==> src/hdl/mrbd_cfg.svh <==
`ifndef MRBD_CFG_SVH
`define MRBD_CFG_SVH

// ---------------------------------------------------------------
// Sizes, thresholds and descriptor field positions.
// ---------------------------------------------------------------
`define MRBD_FIFO_WORDS 7
`define MRBD_BURST_WORDS 3'h4
`define MRBD_RX_REQ_WORDS 3'h4
`define MRBD_RX_REQ_SPACE 3'h3
`define MRBD_TX_SPACE_FULL 3'h4
`define MRBD_TX_SPACE_SHORT 3'h2
`define MRBD_BUF_WORDS 6'h20
`define MRBD_DESC_WRAP 1
`define MRBD_DESC_USED 0
`define MRBD_ST_EOF 15
`define MRBD_ST_SOF 14

`endif

==> src/hdl/mrbd_pkg.sv <==
package mrbd_pkg;
   // ---------------------------------------------------------------
   // Bus engine states.
   // ---------------------------------------------------------------
   typedef enum logic [2:0] {
      st_idle = 3'h0,
      st_fetch = 3'h1,
      st_wdata = 3'h2,
      st_wback = 3'h3,
      st_txrd = 3'h4,
      st_drop = 3'h5
   } mrbd_state_e;
   typedef logic [2:0] mrbd_lvl_t;
endpackage : mrbd_pkg

==> src/hdl/mrbd_dma.sv <==
`timescale 1ns/10ps
`include "mrbd_cfg.svh"

// ---------------------------------------------------------------
// Word FIFO with first-word fall-through output.
// ---------------------------------------------------------------
module mrbd_fifo #(
   parameter int W = 33,
   parameter int DEPTH = 16,
   parameter int CW = $clog2(DEPTH + 1)
) (
   input wire logic core_clk,
   input wire logic arst_n,
   input wire logic [W-1:0] in_data,
   input wire logic in_valid,
   output logic in_ready,
   output logic [W-1:0] out_data,
   output logic out_valid,
   input wire logic out_ready,
   output logic [CW-1:0] level
);
   localparam int AW = (DEPTH > 1) ? $clog2(DEPTH) : 1;
   localparam logic [CW-1:0] FULL = CW'(DEPTH);
   localparam logic [AW-1:0] LAST = AW'(DEPTH - 1);
   logic [W-1:0] mem [DEPTH];
   logic [AW-1:0] wp_r;
   logic [AW-1:0] rp_r;
   logic [CW-1:0] cnt_r;
   logic wr;
   logic rd;

   // Full and empty come straight from the count, so neither can lie.
   assign in_ready = (cnt_r != FULL);
   assign out_valid = (cnt_r != '0);
   assign out_data = mem[rp_r];
   assign level = cnt_r;
   assign wr = in_valid && in_ready;
   assign rd = out_valid && out_ready;

   // Storage needs no reset; only the pointers and the count carry control state.
   always_ff @(posedge core_clk) begin
      if (wr) begin
         mem[wp_r] <= in_data;
      end
   end

   // Pointers wrap at the depth, which need not be a power of two.
   always_ff @(posedge core_clk or negedge arst_n) begin
      if (!arst_n) begin
         wp_r <= '0;
         rp_r <= '0;
         cnt_r <= '0;
      end else begin
         if (wr) begin
            wp_r <= (wp_r == LAST) ? '0 : wp_r + 1'b1;
         end
         if (rd) begin
            rp_r <= (rp_r == LAST) ? '0 : rp_r + 1'b1;
         end
         cnt_r <= cnt_r + CW'(wr) - CW'(rd);
      end
   end
endmodule : mrbd_fifo

// ---------------------------------------------------------------
// Receive buffer manager and FIFO DMA of the ethernet_mac_unit.
// ---------------------------------------------------------------
module mrbd_dma
   import mrbd_pkg::*;
(
   input wire logic core_clk,
   input wire logic arst_n,
   input wire logic [31:0] rx_queue_base,
   input wire logic [1:0] cfg_rx_offset,
   input wire logic cfg_jumbo,
   input wire logic cfg_strip_fcs,
   input wire logic [31:0] rx_word,
   input wire logic [2:0] rx_word_bytes,
   input wire logic [2:0] rx_word_fcs,
   input wire logic rx_word_last,
   input wire logic rx_word_valid,
   output logic rx_word_ready,
   input wire logic rx_frame_bad,
   input wire logic rx_bcast,
   input wire logic rx_mhash,
   input wire logic rx_uhash,
   input wire logic rx_ext_match,
   input wire logic [3:0] rx_sa_match,
   input wire logic rx_type_match,
   input wire logic rx_vlan_tag,
   input wire logic rx_vlan_id_zero,
   input wire logic [2:0] rx_vlan_pri,
   input wire logic rx_vlan_cfi,
   output logic [31:0] rx_queue_ptr,
   output logic rx_buf_unavail,
   output logic rx_overrun,
   output logic rx_frame_done,
   input wire logic [31:0] tx_fetch_addr,
   input wire logic [11:0] tx_fetch_words,
   input wire logic tx_fetch_start,
   output logic tx_fetch_busy,
   output logic [31:0] tx_word,
   output logic tx_word_valid,
   input wire logic tx_word_ready,
   output logic mem_req,
   output logic mem_we,
   output logic [31:0] mem_addr,
   output logic [2:0] mem_len,
   output logic [31:0] mem_wdata,
   input wire logic [31:0] mem_rdata,
   input wire logic mem_ack
);
   function automatic logic [2:0] mrbd_min(input logic [2:0] a, input logic [2:0] b);
      mrbd_min = (a < b) ? a : b;
   endfunction : mrbd_min

   mrbd_state_e st_r;
   logic [55:0] acc_r;
   logic [2:0] accn_r;
   logic frame_open_r;
   logic flush_r;
   logic [13:0] len_r;
   logic stat_pend_r;
   logic bad_r;
   logic [1:0] off_r;
   logic [13:0] stat_len_r;
   logic [15:0] stat_hi_r;
   logic [9:0] idx_r;
   logic have_buf_r;
   logic [29:0] buf_addr_r;
   logic wrap_r;
   logic [5:0] widx_r;
   logic first_r;
   logic eof_seen_r;
   logic need_wb_r;
   logic [2:0] beat_r;
   logic [29:0] tx_addr_r;
   logic [11:0] tx_left_r;
   logic [32:0] rxf_in_data;
   logic rxf_in_valid;
   logic rxf_in_ready;
   logic [32:0] rxf_out_data;
   logic rxf_out_valid;
   logic rxf_out_ready;
   mrbd_lvl_t rxf_lvl;
   logic txf_in_valid;
   logic txf_in_ready;
   mrbd_lvl_t txf_lvl;
   logic accept;
   logic [2:0] keep;
   logic [31:0] wmask;
   logic [2:0] ec;
   logic [55:0] sum;
   logic [3:0] ncnt;
   logic [13:0] len_nxt;
   logic [31:0] desc_addr;
   logic [29:0] cur_w;
   logic [5:0] room;
   logic [2:0] roomc;
   logic [2:0] rx_blen;
   logic [2:0] tx_blen;
   logic [2:0] tx_free;
   logic rx_want;
   logic fetch_want;
   logic tx_want;
   logic last_beat;
   logic eof_now;
   logic [31:0] word0;
   logic [31:0] word1;

   // ---------------------------------------------------------------
   // Receive packer: folds bytes into words, offset first.
   // ---------------------------------------------------------------
   // Trailing FCS bytes are simply not kept, so length and data shrink together.
   assign keep = rx_word_bytes - (cfg_strip_fcs ? rx_word_fcs : 3'h0);
   assign wmask = ~(32'hFFFF_FFFF << {keep, 3'b000});
   // A new frame starts with the configured offset already counted as filler bytes.
   assign ec = frame_open_r ? accn_r : {1'b0, cfg_rx_offset};
   assign sum = (frame_open_r ? acc_r : 56'h0) | ({24'h0, rx_word & wmask} << {ec, 3'b000});
   assign ncnt = {1'b0, ec} + {1'b0, keep};
   assign len_nxt = (frame_open_r ? len_r : 14'h0) + {11'h0, keep};
   // A new frame waits until the previous one has its status written.
   assign rx_word_ready = rxf_in_ready && !flush_r && !stat_pend_r;
   assign accept = rx_word_valid && rx_word_ready;
   assign rxf_in_valid = flush_r || (accept && ncnt >= 4'h4);
   assign rxf_in_data = flush_r ? {1'b1, acc_r[31:0]} : {rx_word_last && ncnt == 4'h4, sum[31:0]};

   always_ff @(posedge core_clk or negedge arst_n) begin
      if (!arst_n) begin
         acc_r <= '0;
         accn_r <= '0;
         frame_open_r <= 1'b0;
         flush_r <= 1'b0;
         len_r <= '0;
      end else if (flush_r) begin
         flush_r <= !rxf_in_ready;
      end else if (accept) begin
         frame_open_r <= !rx_word_last;
         flush_r <= rx_word_last && ncnt != 4'h4;
         len_r <= len_nxt;
         if (ncnt >= 4'h4) begin
            acc_r <= {32'h0, sum[55:32]};
            accn_r <= 3'(ncnt - 4'h4);
         end else begin
            acc_r <= sum;
            accn_r <= ncnt[2:0];
         end
      end
   end

   // Frame status is caught with the final word; address flags map to 31..16.
   always_ff @(posedge core_clk or negedge arst_n) begin
      if (!arst_n) begin
         bad_r <= 1'b0;
         off_r <= '0;
         stat_len_r <= '0;
         stat_hi_r <= '0;
      end else if (accept) begin
         if (!frame_open_r) begin
            off_r <= cfg_rx_offset;
         end
         if (rx_word_last) begin
            bad_r <= rx_frame_bad;
            stat_len_r <= len_nxt;
            stat_hi_r <= {rx_bcast, rx_mhash, rx_uhash, rx_ext_match, 1'b0,
                          rx_sa_match[0], rx_sa_match[1], rx_sa_match[2], rx_sa_match[3],
                          rx_type_match, rx_vlan_tag, rx_vlan_tag && rx_vlan_id_zero,
                          rx_vlan_tag ? rx_vlan_pri : 3'h0, rx_vlan_tag && rx_vlan_cfi};
         end
      end
   end

   // Losing data here means the bus answered too late for the FIFO depth.
   always_ff @(posedge core_clk or negedge arst_n) begin
      if (!arst_n) begin
         rx_overrun <= 1'b0;
      end else begin
         rx_overrun <= rx_word_valid && !rxf_in_ready;
      end
   end

   // ---------------------------------------------------------------
   // FIFOs of 28 bytes each way.
   // ---------------------------------------------------------------
   mrbd_fifo #(.W(33), .DEPTH(`MRBD_FIFO_WORDS)) u_rxf (
      .core_clk(core_clk),
      .arst_n(arst_n),
      .in_data(rxf_in_data),
      .in_valid(rxf_in_valid),
      .in_ready(rxf_in_ready),
      .out_data(rxf_out_data),
      .out_valid(rxf_out_valid),
      .out_ready(rxf_out_ready),
      .level(rxf_lvl)
   );

   mrbd_fifo #(.W(32), .DEPTH(`MRBD_FIFO_WORDS)) u_txf (
      .core_clk(core_clk),
      .arst_n(arst_n),
      .in_data(mem_rdata),
      .in_valid(txf_in_valid),
      .in_ready(txf_in_ready),
      .out_data(tx_word),
      .out_valid(tx_word_valid),
      .out_ready(tx_word_ready),
      .level(txf_lvl)
   );

   // ---------------------------------------------------------------
   // Burst sizing and bus request thresholds.
   // ---------------------------------------------------------------
   assign desc_addr = {rx_queue_base[31:2], 2'b00} + {19'h0, idx_r, 3'b000};
   assign rx_queue_ptr = desc_addr;
   assign cur_w = buf_addr_r + {24'h0, widx_r};
   assign room = `MRBD_BUF_WORDS - widx_r;
   assign roomc = (room >= 6'h4) ? `MRBD_BURST_WORDS : room[2:0];
   // Bursts stop at the buffer end and never cross a 16-byte line.
   assign rx_blen = mrbd_min(mrbd_min(`MRBD_BURST_WORDS, rxf_lvl),
                             mrbd_min(roomc, 3'h4 - {1'b0, cur_w[1:0]}));
   assign tx_blen = mrbd_min(mrbd_min(`MRBD_BURST_WORDS, (tx_left_r >= 12'h4) ? 3'h4 : tx_left_r[2:0]),
                             3'h4 - {1'b0, tx_addr_r[1:0]});
   // The frame tail and a nearly full buffer may go out below the threshold.
   assign rx_want = have_buf_r && !need_wb_r && room != 6'h0 && rxf_lvl != 3'h0 &&
                    ((rxf_lvl >= `MRBD_RX_REQ_WORDS && 3'(`MRBD_FIFO_WORDS) - rxf_lvl >= `MRBD_RX_REQ_SPACE) ||
                     rxf_lvl >= `MRBD_RX_REQ_WORDS || (stat_pend_r && !flush_r) || rxf_lvl >= roomc);
   assign fetch_want = !have_buf_r && rxf_out_valid;
   assign tx_free = 3'(`MRBD_FIFO_WORDS) - txf_lvl;
   assign tx_want = tx_left_r != 12'h0 && (tx_free >= `MRBD_TX_SPACE_FULL ||
                    (tx_free >= `MRBD_TX_SPACE_SHORT && tx_left_r <= 12'h2));
   assign tx_fetch_busy = tx_left_r != 12'h0;

   // ---------------------------------------------------------------
   // Bus master signalling.
   // ---------------------------------------------------------------
   assign mem_req = st_r == st_fetch || st_r == st_wdata || st_r == st_wback || st_r == st_txrd;
   assign mem_we = st_r == st_wdata || st_r == st_wback;
   assign last_beat = (beat_r + 3'h1) == mem_len;
   assign word0 = {buf_addr_r, wrap_r, 1'b1};
   // Overflowed buffers carry only start and offset; the last one the whole status.
   assign word1 = eof_seen_r ? {stat_hi_r, 1'b1, first_r, cfg_jumbo ? stat_len_r[13:12] : (first_r ? off_r : 2'h0),
                                stat_len_r[11:0]}
                             : {16'h0, 1'b0, first_r, first_r ? off_r : 2'h0, 12'h0};
   assign mem_wdata = (st_r == st_wback) ? ((beat_r == 3'h0) ? word0 : word1) : rxf_out_data[31:0];
   assign rxf_out_ready = (st_r == st_wdata && mem_ack) || st_r == st_drop;
   assign txf_in_valid = st_r == st_txrd && mem_ack;
   assign eof_now = eof_seen_r || rxf_out_data[32];

   // ---------------------------------------------------------------
   // Bus engine: fixed priority, one operation at a time.
   // ---------------------------------------------------------------
   always_ff @(posedge core_clk or negedge arst_n) begin
      if (!arst_n) begin
         st_r <= st_idle;
         mem_addr <= '0;
         mem_len <= '0;
         beat_r <= '0;
      end else begin
         case (st_r)
            st_idle: begin
               beat_r <= 3'h0;
               if (need_wb_r) begin
                  st_r <= st_wback;
                  mem_addr <= desc_addr;
                  mem_len <= 3'h2;
               end else if (fetch_want) begin
                  st_r <= st_fetch;
                  mem_addr <= desc_addr;
                  mem_len <= 3'h1;
               end else if (tx_want) begin
                  st_r <= st_txrd;
                  mem_addr <= {tx_addr_r, 2'b00};
                  mem_len <= tx_blen;
               end else if (rx_want) begin
                  st_r <= st_wdata;
                  mem_addr <= {cur_w, 2'b00};
                  mem_len <= rx_blen;
               end
            end
            st_fetch: begin
               if (mem_ack) begin
                  st_r <= mem_rdata[`MRBD_DESC_USED] ? st_drop : st_idle;
               end
            end
            st_drop: begin
               if (rxf_out_valid && rxf_out_data[32]) begin
                  st_r <= st_idle;
               end
            end
            st_wdata, st_wback, st_txrd: begin
               if (mem_ack) begin
                  beat_r <= beat_r + 3'h1;
                  if (last_beat) begin
                     st_r <= st_idle;
                  end
               end
            end
            default: begin
               st_r <= st_idle;
            end
         endcase
      end
   end

   // Current buffer and its place in the descriptor list.
   always_ff @(posedge core_clk or negedge arst_n) begin
      if (!arst_n) begin
         idx_r <= '0;
         have_buf_r <= 1'b0;
         buf_addr_r <= '0;
         wrap_r <= 1'b0;
         widx_r <= '0;
         first_r <= 1'b1;
         eof_seen_r <= 1'b0;
         need_wb_r <= 1'b0;
         stat_pend_r <= 1'b0;
      end else begin
         if (accept && rx_word_last) begin
            stat_pend_r <= 1'b1;
         end
         if (st_r == st_fetch && mem_ack && !mem_rdata[`MRBD_DESC_USED]) begin
            have_buf_r <= 1'b1;
            buf_addr_r <= mem_rdata[31:2];
            wrap_r <= mem_rdata[`MRBD_DESC_WRAP];
            widx_r <= 6'h0;
         end
         if (st_r == st_drop && rxf_out_valid && rxf_out_data[32]) begin
            stat_pend_r <= 1'b0;
            first_r <= 1'b1;
         end
         if (st_r == st_wdata && mem_ack) begin
            widx_r <= widx_r + 6'h1;
            eof_seen_r <= eof_now;
            if (last_beat && eof_now && bad_r) begin
               // An errored frame gives its current buffer back for the next frame.
               widx_r <= 6'h0;
               first_r <= 1'b1;
               eof_seen_r <= 1'b0;
               stat_pend_r <= 1'b0;
            end else if (last_beat && (eof_now || widx_r + 6'h1 == `MRBD_BUF_WORDS)) begin
               need_wb_r <= 1'b1;
            end
         end
         if (st_r == st_wback && mem_ack && last_beat) begin
            need_wb_r <= 1'b0;
            have_buf_r <= 1'b0;
            idx_r <= wrap_r ? 10'h0 : idx_r + 10'h1;
            first_r <= eof_seen_r;
            eof_seen_r <= 1'b0;
            if (eof_seen_r) begin
               stat_pend_r <= 1'b0;
            end
         end
      end
   end

   // Event pulses toward the status and interrupt logic.
   always_ff @(posedge core_clk or negedge arst_n) begin
      if (!arst_n) begin
         rx_buf_unavail <= 1'b0;
         rx_frame_done <= 1'b0;
      end else begin
         rx_buf_unavail <= st_r == st_fetch && mem_ack && mem_rdata[`MRBD_DESC_USED];
         rx_frame_done <= st_r == st_wback && mem_ack && last_beat && eof_seen_r;
      end
   end

   // Transmit fetch window; a start while busy is ignored.
   always_ff @(posedge core_clk or negedge arst_n) begin
      if (!arst_n) begin
         tx_addr_r <= '0;
         tx_left_r <= '0;
      end else if (txf_in_valid) begin
         tx_addr_r <= tx_addr_r + 30'h1;
         tx_left_r <= tx_left_r - 12'h1;
      end else if (tx_fetch_start && tx_left_r == 12'h0) begin
         tx_addr_r <= tx_fetch_addr[31:2];
         tx_left_r <= tx_fetch_words;
      end
   end
endmodule : mrbd_dma

==> config.mk <==
export PLATFORM = sky130hd
export DESIGN_NAME = mrbd_dma
export DESIGN_NICKNAME = d
export VERILOG_FILES = /design/src/hdl/mrbd_pkg.sv /design/src/hdl/mrbd_dma.sv
export VERILOG_INCLUDE_DIRS = /design/src /design/src/hdl
export SDC_FILE = /design/constraint.sdc
export NUM_CORES = 1
export LEC_CHECK = 0
export BUFFER_PORTS_ARGS = -buffer_cell sky130_fd_sc_hd__clkbuf_2
export CAP_MARGIN = 20
export CORE_MARGIN = 8
export CORE_UTILIZATION = 55
export CTS_CLUSTER_DIAMETER = 100
export CTS_CLUSTER_SIZE = 24
export DETAILED_ROUTE_END_ITERATION = 6
export GPL_ROUTABILITY_DRIVEN = 0
export MAX_ROUTING_LAYER = met4
export PLACE_DENSITY = 0.72
export SETUP_SLACK_MARGIN = 0.05
export SLEW_MARGIN = 5
export SYNTH_ARGS = -nofsm -noshare
export SYNTH_HDL_FRONTEND = slang
export SYNTH_SLANG_ARGS = --single-unit
==> constraint.sdc <==
create_clock -name core_clk -period 8.3 [get_ports core_clk]
set_clock_uncertainty 0.05 [all_clocks]
set_input_delay 0.415 -clock core_clk [delete_from_list [all_inputs] [get_ports core_clk]]
set_output_delay 0.415 -clock core_clk [all_outputs]
set_load 0.1 [all_outputs]
==> flow_summary.json <==
{
  "start_kind": "register",
  "place_area_um2": 36190,
  "power.density_nw_per_um2": 432.4,
  "grt_pass1_wl_um": 145700,
  "num_vias": 24744,
  "grt_use_total_pct": 27.55,
  "row_count": 91,
  "hpwl_um": 66650,
  "wl_um": 95790,
  "tns_ns": 0,
  "max_cap_viol_count": 0,
  "report.final.slew_viol_count": 0,
  "htree_levels": 2,
  "grt_pass1_vias": 23963,
  "synth_cells": 2786,
  "overflow": 0,
  "ys_types": 77,
  "synth_edf_count": 455,
  "synth-async-reset-ratio_pct": 36.45,
  "crit_chain": "mux2i_1 -> inv_1 -> ha_1 -> fa_1 -> nand2_1 -> o21ba_2 -> o21ai_1 -> buf_4 -> a21o_1 -> inv_1 -> nand2_1 -> nor3b_2 -> buf_4",
  "portBuffers": 303,
  "clock_path_buffers": 3,
  "worstMarginPinSlew_ns": 1.092,
  "cts_setup_buffers": 0,
  "cts.clk_slew.worst_paths_ns": 0.10,
  "critPathRequiredTime_ns": 8.48,
  "status": "finished clean",
  "syn_area_um2": 33950,
  "setup_viol": 0,
  "floorplan.initialDensity_pct": 55.32,
  "cts_tree": "built",
  "vdd_drop_max_mv": 0.8354,
  "synth_seq_area_share_pct": 59.49,
  "critical_path.slowest_cell": "mux2i_1",
  "drcViolationCount": 0,
  "holdWs_ns": 0.01736,
  "hp-class": "input pin to register",
  "critPathMaxFanout": 34,
  "ys_seq_elements": 716,
  "dr.pass1.iters": 6,
  "io_pins": 312,
  "p_leak_nw": 14.56,
  "rsz0062_at_grt": "false",
  "via_per_inst": 6.452,
  "antenna_found_initial": 1,
  "arrival_ns": 4.85,
  "max_slew_margin_pct": 26.65,
  "max_stage_delay_ns": 0.58,
  "wl_per_cell_um": 24.98,
  "synth_warnings": 0,
  "cts.sinks": 716,
  "fin_util_pct": 61.01,
  "final_cell_mix": "edfxtp_1 (455), nand2_1 (334), clkbuf_2 (302)",
  "final.period_utilization_pct": 56.32,
  "clock_latency_ns": 0.60,
  "fmaxAchievable_mhz": 213.9,
  "coreArea_um2": 61370,
  "cts_buffers": 36,
  "postRouteAntennaNets": 0,
  "final_area_um2": 37440,
  "layout-drive-gt1-share_pct": 19.15,
  "cts_root_buf": "clkbuf_16",
  "grt_max_degree": 141,
  "fillers": 4772,
  "worst_setup_path_end_kind": "register",
  "dieArea_um2": 69930,
  "drt_iter0_drc": 2802,
  "chipHeight_um": 264.4,
  "hold_violations": 0,
  "period_needed_ns": 4.675,
  "ys_dominant_reg_cell": "edfxtp_1",
  "syn_to_final_growth_pct": 10.30,
  "die_w_um": 264.4,
  "synth.avg_cell_area_um2": 12.19,
  "layout_commonest_cell": "edfxtp_1",
  "nets": 3248,
  "path_class": "register to register"
}
[routing by layer]
layer | GRT usage, % | share of wire, % | wire length, um
met4 | 11.36 | 4.8 | 4609
met1 | 36.92 | 40 | 38570
met3 | 4.346 | 8.4 | 8048
met2 | 42.10 | 47 | 44560
met5 | - | 0 | 0
[power by group]
group / switching [mW] / internal, mW / total [mW]
clock network: 1.13 / 0.867 / 2.00
registers: 0.854 / 4.80 / 5.66
logic: 6.32 / 2.21 / 8.53
total: 8.30 / 7.89 / 16.2
[cell usage after synthesis, types with 18 or more instances]
| master | n | share of area, % |
|---|---|---|
| a211oi_1 | 61 | 1.3 |
| a21o_1 | 20 | 0.44 |
| a21oi_1 | 150 | 2.2 |
| a22o_1 | 40 | 1.0 |
| a22oi_1 | 22 | 0.49 |
| a32oi_1 | 22 | 0.57 |
| and2_1 | 18 | 0.33 |
| and3_1 | 53 | 0.98 |
| buf_1 | 29 | 0.32 |
| clkbuf_1 | 112 | 1.2 |
| dfrtp_1 | 260 | 19 |
| edfxtp_1 | 455 | 40 |
| ha_1 | 49 | 1.8 |
| inv_1 | 77 | 0.85 |
| mux2_2 | 86 | 2.9 |
| mux2i_1 | 113 | 3.3 |
| mux4_2 | 65 | 4.3 |
| nand2_1 | 336 | 3.7 |
| nand3_1 | 53 | 0.78 |
| nand4_1 | 29 | 0.53 |
| nor2_1 | 129 | 1.4 |
| nor2b_1 | 21 | 0.39 |
| nor3_1 | 40 | 0.59 |
| o21ai_0 | 229 | 3.4 |
| o221ai_1 | 18 | 0.46 |
| o22ai_1 | 18 | 0.33 |
| xnor2_1 | 33 | 0.85 |
| xor2_1 | 40 | 1.0 |
[state kept, by name (all words and copies together) (netlist names), 3 cells and up]
| signal | cells |
|---|---|
| buf_addr_r | 30 |
| u_txf.level | 3 |
| u_txf.mem | 224 |
| idx_r | 10 |
| tx_addr_r | 30 |
| u_rxf.level | 3 |
| beat_r | 3 |
| tx_left_r | 12 |
| st_r | 3 |
| len_r | 14 |
| u_rxf.rp_r | 3 |
| u_rxf.wp_r | 3 |
| accn_r | 3 |
| u_rxf.mem | 231 |
| mem_addr | 30 |
| widx_r | 6 |
| mem_len | 3 |
| stat_hi_r | 15 |
| acc_r | 56 |
| u_txf.rp_r | 3 |
| u_txf.wp_r | 3 |
| stat_len_r | 14 |
[stage by stage]
step	instances	setup WS, ns	total power [mW]
3_3_place_gp	3755	3.487	13.89
2_1_floorplan	2789	0.5391	11.94
3_5_place_dp	3755	3.379	14.11
4_1_cts	3830	3.697	16.11
6_report	3835	3.625	16.19
5_1_grt	3835	3.377	16.89
[final cells by class]
| cell class | count | area [um2] | share of cell area, % |
|---|---|---|---|
| clock inverters | 6 | 83.83 | 0.2239 |
| clock buffers | 57 | 979.7 | 2.616 |
| repair buffers | 354 | 1994 | 5.326 |
| inverters | 78 | 292.8 | 0.7819 |
| multi-input cells | 1833 | 12900 | 34.44 |
| well taps | 790 | 988.4 | 2.640 |
| diodes | 1 | 2.502 | 0.006683 |
| flip-flops and latches | 716 | 20210 | 53.96 |
[kinds of logic (layout without fill, tap and decap cells)]
family,after synthesis,in the layout,synth area share (%)
xor+xnor,73,73,1.883
buf+inv,240,495,2.812
fa+ha+maj,58,58,2.278
simple gates,743,743,10.11
mux,264,264,10.50
flops,716,716,59.49
other cells,1,5,0.01105
compound gates,691,691,12.91
[path summary, 6_finish.rpt]
| check | endpoint | startpoint | cells after the start | slack (ns) |
|---|---|---|---|---|
| setup / recovery | u_rxf.mem[3][6] | frame_open_r | 13 | 3.63 |
| hold / removal | tx_addr_r[11] | tx_fetch_addr[13] | 3 | 0.02 |
| setup reg to reg | u_rxf.mem[3][6] | frame_open_r | 13 | 3.63 |
| hold reg to reg | len_r[0] | len_r[0] | 2 | 0.43 |
| max in group asynchronous | u_rxf.rp_r[0] | arst_n | 3 | 6.42 |
| min in group asynchronous | len_r[12] | arst_n | 2 | 0.39 |
[worst max-delay path: cells and delay by family (launching register included)]
kind            cells  cell delay [ns]
mux                 1             0.58
flops               1             0.38
compound gates      3             0.50
simple gates        3             0.46
fa+ha+maj           2             0.82
buf+inv             4             1.48
[repair_timing]
| action | 4_1_cts | 5_1_grt |
|---|---|---|
| endpoints found under the hold margin | 132 | 0 |
| gates resized for setup | 0 | 0 |
| hold buffers | 12 | 0 |
No activity file was read; power rests on OpenSTA's default activity.
